[src/cteq_pkg.sv]
package cteq_pkg;
    // ****************************************************************
    // register map
    // ****************************************************************
    localparam logic [7:0] OFF_DONE_MASK = 8'he0;
    localparam logic [7:0] OFF_CANCEL_MASK = 8'he4;
    localparam logic [7:0] OFF_CONFIG = 8'hf0;
    localparam logic [7:0] OFF_STATUS = 8'hf4;
    localparam logic [7:0] OFF_ACK = 8'hf8;
    localparam logic [7:0] OFF_RX_CTRL = 8'hfc;
    // ****************************************************************
    // field positions
    // ****************************************************************
    localparam int CFG_WM_LSB = 24;
    localparam int CFG_DEPTH_LSB = 16;
    localparam int ST_LOST_BIT = 25;
    localparam int ST_FULL_BIT = 24;
    localparam int ST_WPTR_LSB = 16;
    localparam int ST_RPTR_LSB = 8;
    localparam int ST_LEVEL_LSB = 0;
    localparam int W1_UNMATCH_BIT = 31;
    localparam int W1_MATCHED_FILTER_NUMBER_LSB = 24;
    localparam int W1_FDF_BIT = 21;
    localparam int W1_BRS_BIT = 20;
    localparam int W1_DLC_LSB = 16;
    localparam int W1_TSC_BIT = 4;
    localparam int W0_ESI_BIT = 31;
    localparam int W0_XTD_BIT = 30;
    localparam int W0_RTR_BIT = 29;
    localparam int W0_STD_LSB = 18;
    // ****************************************************************
    // reset values and constants
    // ****************************************************************
    localparam logic [31:0] RST_WORD = 32'h0000_0000;
    localparam logic [5:0] MAX_DEPTH = 6'h20;
    localparam logic [1:0] EVT_TX = 2'h1;
    localparam logic [1:0] EVT_CANCELLED = 2'h2;
    localparam logic [31:0] BASE_MASK = 32'h0000_fffc;
    localparam int RAM_WORDS = 4352;
    localparam int RX_BUFFERS = 64;
    localparam int RX_QUEUE_DEPTH = 64;
endpackage

[src/cteq_event_queue.sv]
`timescale 1ns/100ps
module cteq_event_queue
    import cteq_pkg::*;
#(
    parameter int NUM_BUFFERS = 32
) (
    // clock and reset
    input wire logic pclk,
    input wire logic presetn,
    // apb slave
    input wire logic psel,
    input wire logic penable,
    input wire logic pwrite,
    input wire logic [7:0] paddr,
    input wire logic [31:0] pwdata,
    output logic [31:0] prdata,
    output logic pready,
    output logic pslverr,
    // transmit completion events
    input wire logic tx_done,
    input wire logic tx_cancel_done,
    input wire logic [4:0] tx_buffer,
    input wire logic log_tx_event_flag,
    input wire logic tx_cancel_requested,
    output logic done_irq,
    output logic cancel_irq,
    // event queue write into message RAM
    output logic ram_we,
    output logic [13:0] ram_addr,
    output logic [1:0] tx_event_type,
    // event queue interrupts, cleared by pulses
    input wire logic lost_irq_clear,
    input wire logic watermark_irq_clear,
    output logic event_queue_lost_irq,
    output logic event_queue_watermark_irq,
    // received frame element assembly
    input wire logic rx_esi,
    input wire logic extended_id_flag,
    input wire logic rx_rtr,
    input wire logic [28:0] rx_id,
    input wire logic unmatched_accept_flag,
    input wire logic [6:0] matched_filter_number,
    input wire logic rx_fdf,
    input wire logic rx_brs,
    input wire logic [3:0] rx_dlc,
    input wire logic [15:0] internal_stamp,
    input wire logic filter_sync_capture,
    input wire logic [3:0] receive_stamp_slot,
    output logic [31:0] rx_word0,
    output logic [31:0] rx_word1,
    output logic external_stamp_select
);
    // receive element capacity that the word layout below serves
    localparam int RX_ELEMENTS = RX_BUFFERS + 2 * RX_QUEUE_DEPTH;
    // word address reach of the 14-bit ram address
    localparam int ADDR_WORDS = 16384;

    // ****************************************************************
    // elaboration checks
    // ****************************************************************
    // refuse sizes that the 5-bit buffer index and pointers cannot serve
    initial begin
        if (NUM_BUFFERS < 1 || NUM_BUFFERS > 32) begin
            $error("NUM_BUFFERS must be 1 to 32");
        end
        // configured sections must fit the word address reach
        if (RAM_WORDS > ADDR_WORDS) begin
            $error("message ram larger than address reach");
        end
        // two queues plus dedicated buffers share one element layout
        if (RX_ELEMENTS != 192) begin
            $error("receive element count unsupported");
        end
    end

    // ****************************************************************
    // state
    // ****************************************************************
    typedef struct packed {
        logic [31:0] done_mask;
        logic [31:0] cancel_mask;
        logic [5:0] wm;
        logic [5:0] depth;
        logic [13:0] base;
        logic [4:0] wptr;
        logic [4:0] rptr;
        logic [5:0] level;
        logic lost;
        logic wm_irq;
        logic [4:0] ack;
        logic ext_sel;
        logic [31:0] rdata;
        logic done_irq;
        logic cancel_irq;
        logic we;
        logic [13:0] addr;
        logic [1:0] etype;
        logic [31:0] w0;
        logic [31:0] w1;
    } cteq_state_s;

    cteq_state_s st;
    cteq_state_s next_st;
    logic wr;
    logic rd;
    logic [5:0] eff_depth;
    logic full;
    logic log_evt;
    logic store;
    logic [5:0] new_level;

    assign wr = psel && penable && pwrite;
    // read data captured in the setup cycle so it stands in the access
    // cycle, when the master takes it with pready high
    assign rd = psel && !penable && !pwrite;
    // effective depth, clipped to the maximum
    assign eff_depth = (st.depth > MAX_DEPTH) ? MAX_DEPTH : st.depth;
    assign full = (eff_depth != 6'h00) && (st.level >= eff_depth);
    assign log_evt = tx_done && log_tx_event_flag;
    assign store = log_evt && !full && (eff_depth != 6'h00);

    // ****************************************************************
    // next state
    // ****************************************************************
    always_comb begin
        logic [4:0] np;
        logic [5:0] lvl;
        next_st = st;
        np = 5'h00;
        lvl = st.level;
        next_st.we = 1'b0;
        next_st.done_irq = 1'b0;
        next_st.cancel_irq = 1'b0;
        // per-buffer interrupt gating
        if (tx_done) begin
            next_st.done_irq = st.done_mask[tx_buffer];
        end
        if (tx_cancel_done) begin
            next_st.cancel_irq = st.cancel_mask[tx_buffer];
        end
        // register writes
        if (wr) begin
            unique case (paddr)
                OFF_DONE_MASK: next_st.done_mask = pwdata;
                OFF_CANCEL_MASK: next_st.cancel_mask = pwdata;
                OFF_CONFIG: begin
                    next_st.wm = pwdata[CFG_WM_LSB +: 6];
                    next_st.depth = pwdata[CFG_DEPTH_LSB +: 6];
                    next_st.base = pwdata[15:2];
                end
                OFF_ACK: begin
                    next_st.ack = pwdata[4:0];
                    np = pwdata[4:0] + 5'h01;
                    if (eff_depth != 6'h00 && {1'b0, np} >= eff_depth) begin
                        np = 5'h00;
                    end
                    next_st.rptr = np;
                    if (st.wptr > np) begin
                        lvl = {1'b0, st.wptr - np};
                    end else if (st.wptr < np || full) begin
                        lvl = 6'(eff_depth - {1'b0, np} + {1'b0, st.wptr});
                    end else begin
                        lvl = 6'h00;
                    end
                end
                OFF_RX_CTRL: next_st.ext_sel = pwdata[0];
                default: begin
                end
            endcase
        end
        // event storage into the queue
        if (store) begin
            next_st.we = 1'b1;
            next_st.addr = 14'(st.base + ({9'h000, st.wptr} << 1));
            next_st.etype = tx_cancel_requested ? EVT_CANCELLED
                                                : EVT_TX;
            if ({1'b0, st.wptr} + 6'h01 >= eff_depth) begin
                next_st.wptr = 5'h00;
            end else begin
                next_st.wptr = st.wptr + 5'h01;
            end
            lvl = lvl + 6'h01;
        end
        next_st.level = lvl;
        // watermark flag: set wins over clear
        if (store && st.wm != 6'h00 && st.wm <= MAX_DEPTH && lvl == st.wm) begin
            next_st.wm_irq = 1'b1;
        end else if (watermark_irq_clear) begin
            next_st.wm_irq = 1'b0;
        end
        // lost flag: set wins over clear
        if (log_evt && !store) begin
            next_st.lost = 1'b1;
        end else if (lost_irq_clear) begin
            next_st.lost = 1'b0;
        end
        // read data
        next_st.rdata = RST_WORD;
        if (rd) begin
            unique case (paddr)
                OFF_DONE_MASK: next_st.rdata = st.done_mask;
                OFF_CANCEL_MASK: next_st.rdata = st.cancel_mask;
                OFF_CONFIG: begin
                    next_st.rdata[CFG_WM_LSB +: 6] = st.wm;
                    next_st.rdata[CFG_DEPTH_LSB +: 6] = st.depth;
                    next_st.rdata[15:2] = st.base;
                end
                OFF_STATUS: begin
                    next_st.rdata[ST_LOST_BIT] = st.lost;
                    next_st.rdata[ST_FULL_BIT] = full;
                    next_st.rdata[ST_WPTR_LSB +: 5] = st.wptr;
                    next_st.rdata[ST_RPTR_LSB +: 5] = st.rptr;
                    next_st.rdata[ST_LEVEL_LSB +: 6] = st.level;
                end
                OFF_ACK: next_st.rdata[4:0] = st.ack;
                OFF_RX_CTRL: next_st.rdata[0] = st.ext_sel;
                default: begin
                end
            endcase
        end
        // received frame element words
        next_st.w0 = RST_WORD;
        next_st.w0[W0_ESI_BIT] = rx_esi;
        next_st.w0[W0_XTD_BIT] = extended_id_flag;
        next_st.w0[W0_RTR_BIT] = rx_rtr;
        next_st.w0[28:0] = extended_id_flag ? rx_id
                         : {rx_id[10:0], 18'h00000};
        next_st.w1 = RST_WORD;
        next_st.w1[W1_UNMATCH_BIT] = unmatched_accept_flag;
        next_st.w1[W1_MATCHED_FILTER_NUMBER_LSB +: 7] = matched_filter_number;
        next_st.w1[W1_FDF_BIT] = rx_fdf;
        next_st.w1[W1_BRS_BIT] = rx_brs;
        next_st.w1[W1_DLC_LSB +: 4] = rx_dlc;
        if (st.ext_sel) begin
            next_st.w1[W1_TSC_BIT] = filter_sync_capture;
            next_st.w1[3:0] = receive_stamp_slot;
        end else begin
            next_st.w1[15:0] = internal_stamp;
        end
    end

    // ****************************************************************
    // registers
    // ****************************************************************
    always_ff @(posedge pclk or negedge presetn) begin
        if (!presetn) begin
            st <= '0;
        end else begin
            st <= next_st;
        end
    end

    // outputs
    assign pready = 1'b1;
    assign pslverr = 1'b0;
    assign prdata = st.rdata;
    assign done_irq = st.done_irq;
    assign cancel_irq = st.cancel_irq;
    assign ram_we = st.we;
    assign ram_addr = st.addr;
    assign tx_event_type = st.etype;
    assign event_queue_lost_irq = st.lost;
    assign event_queue_watermark_irq = st.wm_irq;
    assign rx_word0 = st.w0;
    assign rx_word1 = st.w1;
    assign external_stamp_select = st.ext_sel;

    // ****************************************************************
    // checks
    // ****************************************************************
    // queue pointers, level and flags
    a_full_discard: assert property (
        @(posedge pclk) disable iff (!presetn)
        (log_evt && full && !wr) |=> ($stable(st.wptr) && st.lost))
        else $error("event on full queue not discarded");
    a_level_bound: assert property (
        @(posedge pclk) disable iff (!presetn)
        st.level <= MAX_DEPTH)
        else $error("fill level above maximum");
    a_store_adv: assert property (
        @(posedge pclk) disable iff (!presetn)
        (store && !wr) |=> (st.level == $past(st.level) + 6'h01))
        else $error("level did not advance");
    a_no_log: assert property (
        @(posedge pclk) disable iff (!presetn)
        (!log_tx_event_flag) |=> !st.we)
        else $error("event logged without store bit");
    a_zero_depth: assert property (
        @(posedge pclk) disable iff (!presetn)
        (log_evt && eff_depth == 6'h00) |=> st.lost)
        else $error("depth zero write not lost");
    a_ack_ptr: assert property (
        @(posedge pclk) disable iff (!presetn)
        (wr && paddr == OFF_ACK && st.depth == MAX_DEPTH)
        |=> st.rptr == $past(pwdata[4:0]) + 5'h01)
        else $error("read pointer not ack plus one");
    a_wptr_wrap: assert property (
        @(posedge pclk) disable iff (!presetn)
        (store && 6'({1'b0, st.wptr} + 6'h01) == eff_depth)
        |=> st.wptr == 5'h00)
        else $error("write pointer did not wrap");
    a_lost_clear: assert property (
        @(posedge pclk) disable iff (!presetn)
        (lost_irq_clear && !log_evt) |=> !event_queue_lost_irq)
        else $error("lost flag not cleared");

    // watermark flag
    a_wm_set: assert property (
        @(posedge pclk) disable iff (!presetn)
        (store && !wr && st.wm != 6'h00 && st.wm <= MAX_DEPTH
            && st.level + 6'h01 == st.wm) |=> event_queue_watermark_irq)
        else $error("watermark flag not raised");
    a_wm_off: assert property (
        @(posedge pclk) disable iff (!presetn)
        (st.wm == 6'h00 || st.wm > MAX_DEPTH) |=> !$rose(st.wm_irq))
        else $error("disabled watermark raised flag");

    // interrupt masks
    a_done_gate: assert property (
        @(posedge pclk) disable iff (!presetn)
        (tx_done && !st.done_mask[tx_buffer]) |=> !done_irq)
        else $error("masked done interrupt raised");
    a_cancel_gate: assert property (
        @(posedge pclk) disable iff (!presetn)
        (tx_cancel_done && st.cancel_mask[tx_buffer]) |=> cancel_irq)
        else $error("cancel interrupt missing");

    // received element words
    a_std_id: assert property (
        @(posedge pclk) disable iff (!presetn)
        !extended_id_flag |=> rx_word0[17:0] == 18'h00000)
        else $error("standard identifier misplaced");
    a_int_stamp: assert property (
        @(posedge pclk) disable iff (!presetn)
        !external_stamp_select |=> rx_word1[15:0] == $past(internal_stamp))
        else $error("internal stamp not stored");
endmodule

[config.mk]
export PLATFORM = sky130hd
export DESIGN_NAME = cteq_event_queue
export DESIGN_NICKNAME = d
export VERILOG_FILES = /design/src/cteq_pkg.sv /design/src/cteq_event_queue.sv
export SDC_FILE = /design/constraint.sdc
export NUM_CORES = 1
export LEC_CHECK = 0
export ABC_AREA = 1
export BUFFER_PORTS_ARGS = -buffer_cell sky130_fd_sc_hd__buf_4
export CAP_MARGIN = 15
export CORE_MARGIN = 10
export CORE_UTILIZATION = 29
export CTS_CLUSTER_DIAMETER = 120
export DETAILED_ROUTE_END_ITERATION = 12
export GPL_TIMING_DRIVEN = 0
export PLACE_DENSITY = 0.49
export SLEW_MARGIN = 20
export SYNTH_ARGS = -nofsm -noshare
export SYNTH_HDL_FRONTEND = slang
export SYNTH_SLANG_ARGS = --single-unit
export TNS_END_PERCENT = 30
[constraint.sdc]
create_clock -name pclk -period 4 [get_ports pclk]
set_input_delay 0.2 -clock pclk [delete_from_list [all_inputs] [get_ports pclk]]
set_output_delay 0.2 -clock pclk [all_outputs]
set_load 0.05 [all_outputs]
[After elaboration in Yosys (flattened, before gate mapping)]
Index checks and enable logic that the tools add are counted.
Operators by class
  $add $sub $neg: 8
  $mul: 0
  div/mod/pow operators: 0
  $lt $le $gt $ge: 8
  equal/unequal tests: 7
  shift-type cells: 0
  muxes and demuxes: 39
  bitwise operators: 0
  reductions and logical operators: 27
Operator list (count)
  $eq A8 B8 Y1 const B: 6
  $pmux W5 S4: 2
  $mux W6: 6
  $mux W32: 1
  $mux W29: 1
  $mux W5: 5
  $mux W17: 1
  $pmux W3 S5: 1
  $add A14 B6 Y14: 1
  $logic_and A1 B1 Y1: 13
  $ge A6 B6 Y1: 2
  $pmux W4 S3: 1
  $reduce_bool A6 Y1: 2
  $mux W11: 1
  $add A5 B1 Y5 const B: 2
  $bmux W1 S5: 2
  $reduce_and A2 Y1: 5
  $pmux W3 S3: 1
  $mux W1: 8
  $pmux W1 S4: 2
  $pmux W2 S2: 2
  $pmux W2 S4: 1
  $add A5 B1 Y6 const B: 1
  $add A6 B1 Y6 const B: 1
  17 further kinds: 21
Word-level totals
  bits in registers: 227
  latch bits: 0
  memory bits (writable): 0
  memory bits (read-only): 0
  input port bits: 123
  output and inout port bits: 120
  memories kept: 0

[Depth between registers and ports, before layout]
  word-level depth: 18
  mapped depth: 32
  mapped depth without buffers: 32

[Least setup slack after synthesis]
Ideal clock, no wire load.
  path kind: register to register
  start: reg st[155] (netlist name)
  end: reg st (netlist bit event_queue_watermark_irq)
  data arrival time: 3.980 ns
  setup slack: -0.055 ns
  stages on the path, launching flop included: 29
  buffers on the path: 0
  period minus slack after synthesis: 4.055 ns
  cell sequence: dfrtp_1 -> nor2_1 -> nand3_1 -> nand2_1 -> nand2_1 -> ha_1 -> nand2_1 -> nor2_1 -> nand2_1 -> nand2_2 -> nand2_4 -> nand2_1 -> inv_1 -> fa_1 -> inv_1 -> fa_1 -> nand2_1 -> nand2_1 -> nand2_1 -> nand2_2 -> ha_1 -> or2_2 -> nand2_1 -> nand2_1 -> nand2_1 -> nand2_1 -> nor2_1 -> nand3_1 -> o21bai_2
On the way
  cells in the longest elaborated chain, start to end: 18
  elaborated cells on any way between the ends: 31
Ends and longest elaborated chain
  start: declaration: line cteq_event_queue.sv:102  | cteq_state_s st;
  start signal: assignment: line cteq_event_queue.sv:249  | st <= next_st;
  $gt A6 B6 Y1: line cteq_event_queue.sv:117  | assign eff_depth = (st.depth > MAX_DEPTH) ? MAX_DEPTH : st.depth;
  $mux W6 (*): line cteq_event_queue.sv:117
  $ge A5 B6 Y1 / $reduce_bool A6 Y1 (equally long branches): line cteq_event_queue.sv:154, cteq_event_queue.sv:118, cteq_event_queue.sv:120
  $logic_and A1 B1 Y1: line cteq_event_queue.sv:154  | if (eff_depth != 6'h00 && {1'b0, np} >= eff_depth) begin
  $mux W5: line cteq_event_queue.sv:154
  $mux W5: line cteq_event_queue.sv:143  | unique case (paddr)
  $mux W5: line cteq_event_queue.sv:142  | if (wr) begin
  $sub A6 B5 Y6 / $lt A5 B5 Y1 (equally long branches): line cteq_event_queue.sv:161, cteq_event_queue.sv:160
  [... 2 more ...]
  $mux W6: line cteq_event_queue.sv:158  | if (st.wptr > np) begin
  $mux W6: line cteq_event_queue.sv:143
  $mux W6: line cteq_event_queue.sv:142
  $add A6 B1 Y6: line cteq_event_queue.sv:182  | lvl = lvl + 6'h01;
  $mux W6: line cteq_event_queue.sv:172  | if (store) begin
  $eq A6 B6 Y1: line cteq_event_queue.sv:186  | if (store && st.wm != 6'h00 && st.wm <= MAX_DEPTH && lvl == st.wm) begin
  $logic_and A1 B1 Y1 (*): line cteq_event_queue.sv:186
  $mux W1 / $reduce_bool A2 Y1 (equally long branches)
Mark *: on every way between the ends. The rest lies on a longest branch, timed or not. The select of a mux whose other input is x is not followed.
A chain may end at the register's enable or synchronous reset.

[Worst setup path after layout]
Ends and elaborated chain as after synthesis.

==> results_dict.tcl <==
set metrics [dict create \
    outcome "finished with violations" \
    violations "negative setup slack" \
    grt_antenna_before_repair 0 \
    worstPathRequired_ns 4.49 \
    power.internal_w 0.00440 \
    fin_skew_ns 0.0142 \
    ys_warn_count 0 \
    hp-class "in2reg" \
    place_congestion 0.879 \
    die_h_microns 221 \
    critPathLaunchType "flip-flop" \
    cp_max_fo 4 \
    cts_buffer_depth 3 \
    via_per_inst 4.63 \
    hpwlAfterDp_microns 31300 \
    cts_tree "done" \
    setup_slack_ns -0.0535 \
    tightest_slew_ns 0.956 \
    end_kind "flip-flop" \
    cp.arrival_ns 4.55 \
    switching_share_pct 26.5 \
    synth-edff-count 0 \
    diodes 0 \
    min_period_over_period_pct 101 \
    ir_drop_mv 0.289 \
    synth_area_leaders "dfrtp_1, nand2_1, buf_4" \
    grt_overflow_total 0 \
    netSwitchingPower_w 0.00159 \
    clkTransAtPathRegs_ns 0.06 \
    numPortBuffers 236 \
    vias 10700 \
    yosys_register_bits 227 \
    syn2layout_area_growth_pct 43.1 \
    finalNetCount 1926 \
    wl_per_cell_microns 18.5 \
    ys_seq_area_share_pct 48.4 \
    synthArstFlopShare_pct 100 \
    fin_crit_ns 4.05 \
    start_util_pct 29.4 \
    multi_input_area_sq_mm 0.00477 \
    crit_slowest_cell "fa_2" \
    wirelength_microns 42600 \
    drv_cap 0 \
    final_hold_viol_count 0 \
    comb_power_share_pct 15.0 \
    worstSkewPairLatency_ns 0.56 \
    netlist.area_leader.share_pct 48.4 \
    drt-pass1-iter-count 5 \
    cts_buffers 29 \
    finalSetupViolCount 1 \
    slew_viol_final 0 \
    regArea_sq_mm 0.00569 \
    netlist_instances 1363 \
    cp_slowest_stage_delay_ns 0.45 \
    io_pins 243 \
    core_region_area_sq_mm 0.0399 \
    p_per_area_mw_per_mm2 356 \
    ys.flop_type "dfrtp_1" \
    max_freq_mhz 247 \
    remaining_drc_errors 0 \
    clkPwrFrac_pct 45.3 \
    die_area_sq_mm 0.0489 \
    final_cell_mix "buf_4, nand2_1, dfrtp_1, o21ai_0, inv_1" \
    hold_ws_ns 0.0212 \
    p_total_w 0.00599 \
    p_leak_nw 8.32 \
    rows 73 \
    slew_headroom_pct 35.8 \
    die_x_microns 221 \
    avgSynthCellArea_sq_um 8.62 \
    rsz0062_at_grt "yes" \
    htree_levels 1 \
    grt_first_pass_wirelength_microns 66700 \
    drive_gt1_share_pct 29.5 \
    grt_max_degree 94 \
    grt_pass1_vias 11100 \
    fillCellCount 4014 \
    root_buffer "clkbuf_16" \
    drt_iter0_drc 923 \
    drtAntennaViolNets 0 \
    synth_top_area_cell "dfrtp_1" \
    critPathKind "reg2reg" \
    syn_area_sq_mm 0.0117 \
    seqPwrFrac_pct 39.8 \
    final_common_cell "buf_4" \
    grt.total_usage_pct 17.0 \
    clock_sinks 227 \
    synth_cell_types 48 \
]
==> cells by family (layout without fill, tap and decap cells) <==
logic type / after synthesis / after routing / synth area share (%)
simple gates: 477 / 477 / 17.4
other cells: 2 / 4 / 0.0639
fa+ha+maj: 41 / 41 / 4.82
buf+inv: 317 / 735 / 13.9
xor+xnor: 20 / 20 / 1.49
flops: 227 / 227 / 48.4
mux: 11 / 11 / 1.05
compound gates: 268 / 268 / 12.9
==> synthesized netlist by cell type, drive strengths merged, types with 2 or more instances <==
cell type,n
a21boi,2
a21oi,46
a221oi,14
a22o,2
a31oi,12
buf,116
clkbuf,47
clkinv,4
conb,2
dfrtp,227
fa,7
ha,34
inv,150
mux2,11
nand2,333
nand3,44
nand4,8
nor2,80
nor3,7
nor4,2
o21a,4
o21ai,160
o21bai,2
o221ai,12
o22ai,8
o31ai,2
or2,2
xnor2,5
xor2,15
==> flip-flops by register name, summed over array words and instances, names as in the netlist <==
register and flops:
event_queue_watermark_irq 1, event_queue_lost_irq 1, tx_event_type 2, ram_we 1
rx_word0 32, st 111, cancel_irq 1, external_stamp_select 1
prdata 32, ram_addr 14, done_irq 1, rx_word1 30
==> worst max-delay path: cells and delay by family, from the launching register on <==
| kind | cells | cell delay (ns) |
|---|---|---|
| AO/OA/AOI/OAI | 2 | 0.25 |
| flip-flops | 1 | 0.44 |
| adder cells (fa/ha/maj) | 4 | 1.03 |
| buffers and inverters | 1 | 0.14 |
| AND/OR/NAND/NOR | 22 | 2.11 |
==> layer usage <==
metal | share of wire [%] | vias up | routed length [microns] | GRT usage (%)
li1 | - | 5099 | - | -
met1 | 44 | 5107 | 18700 | 22.6
met2 | 46 | 412 | 19400 | 26.9
met3 | 7.8 | 65 | 3330 | 4.10
met4 | 2.7 | 0 | 1130 | 5.02
met5 | 0 | - | 0 | 0
==> through the flow <==
step / instances / worst slack [ns] / utilization [%] / TNS (ns) / area [sq um]
after floorplan: 1365 / 0.00956 / - / 0 / 11800
after global placement: 2126 / -0.649 / 35.5 / -1.29 / 14200
after detailed placement: 2128 / -0.667 / 35.7 / -1.42 / 14200
after CTS: 2302 / 0.000316 / 41.9 / 0 / 16700
after global routing: 2308 / -0.224 / 42.1 / -0.317 / 16800
final: 2308 / -0.0535 / 42.1 / -0.0535 / 16800
==> worst paths after layout <==
| path | cells after the start | end | slack (ns) | start |
|---|---|---|---|---|
| max | 29 | event_queue_watermark_irq | -0.05 | st[155] |
| min | 3 | done_irq | 0.02 | tx_done |
| max reg2reg | 29 | event_queue_watermark_irq | -0.05 | st[155] |
| min reg2reg | 2 | tx_event_type[1] | 0.47 | tx_event_type[1] |
| max in group asynchronous | 3 | st[222] | 2.95 | presetn |
| min in group asynchronous | 2 | rx_word0[17] | 0.18 | presetn |
==> power by group through the flow <==
stage                     Sequential [W]  Clock (W)  Combinational, W
after floorplan                  0.00242          0          0.000427
after global placement           0.00242          0          0.000721
after detailed placement         0.00242          0          0.000736
after CTS                        0.00238    0.00279          0.000880
after global routing             0.00238    0.00289          0.000979
final                            0.00238    0.00271          0.000896
==> what timing repair did <==
| action | in CTS | in global routing |
|---|---|---|
| endpoints found under the setup margin | 5 | 3 |
| endpoints found under the hold margin | 205 | 0 |
| pin swaps | 24 | 20 |
| cloned | 0 | 0 |
| resized for setup | 60 | 15 |
| hold buffers | 102 | 0 |
| buffers inserted | 20 | 6 |
==> layout make-up <==
cell class	instances	area share [%]
flip-flops and latches	227	33.8
multi-input cells	821	28.4
repair buffers	366	18.3
plain buffers	163	6.28
clock buffers	41	5.00
well taps	525	3.91
inverters	154	3.45
clock inverters	11	0.908
Note: power is estimated with default switching activity, not from simulation.
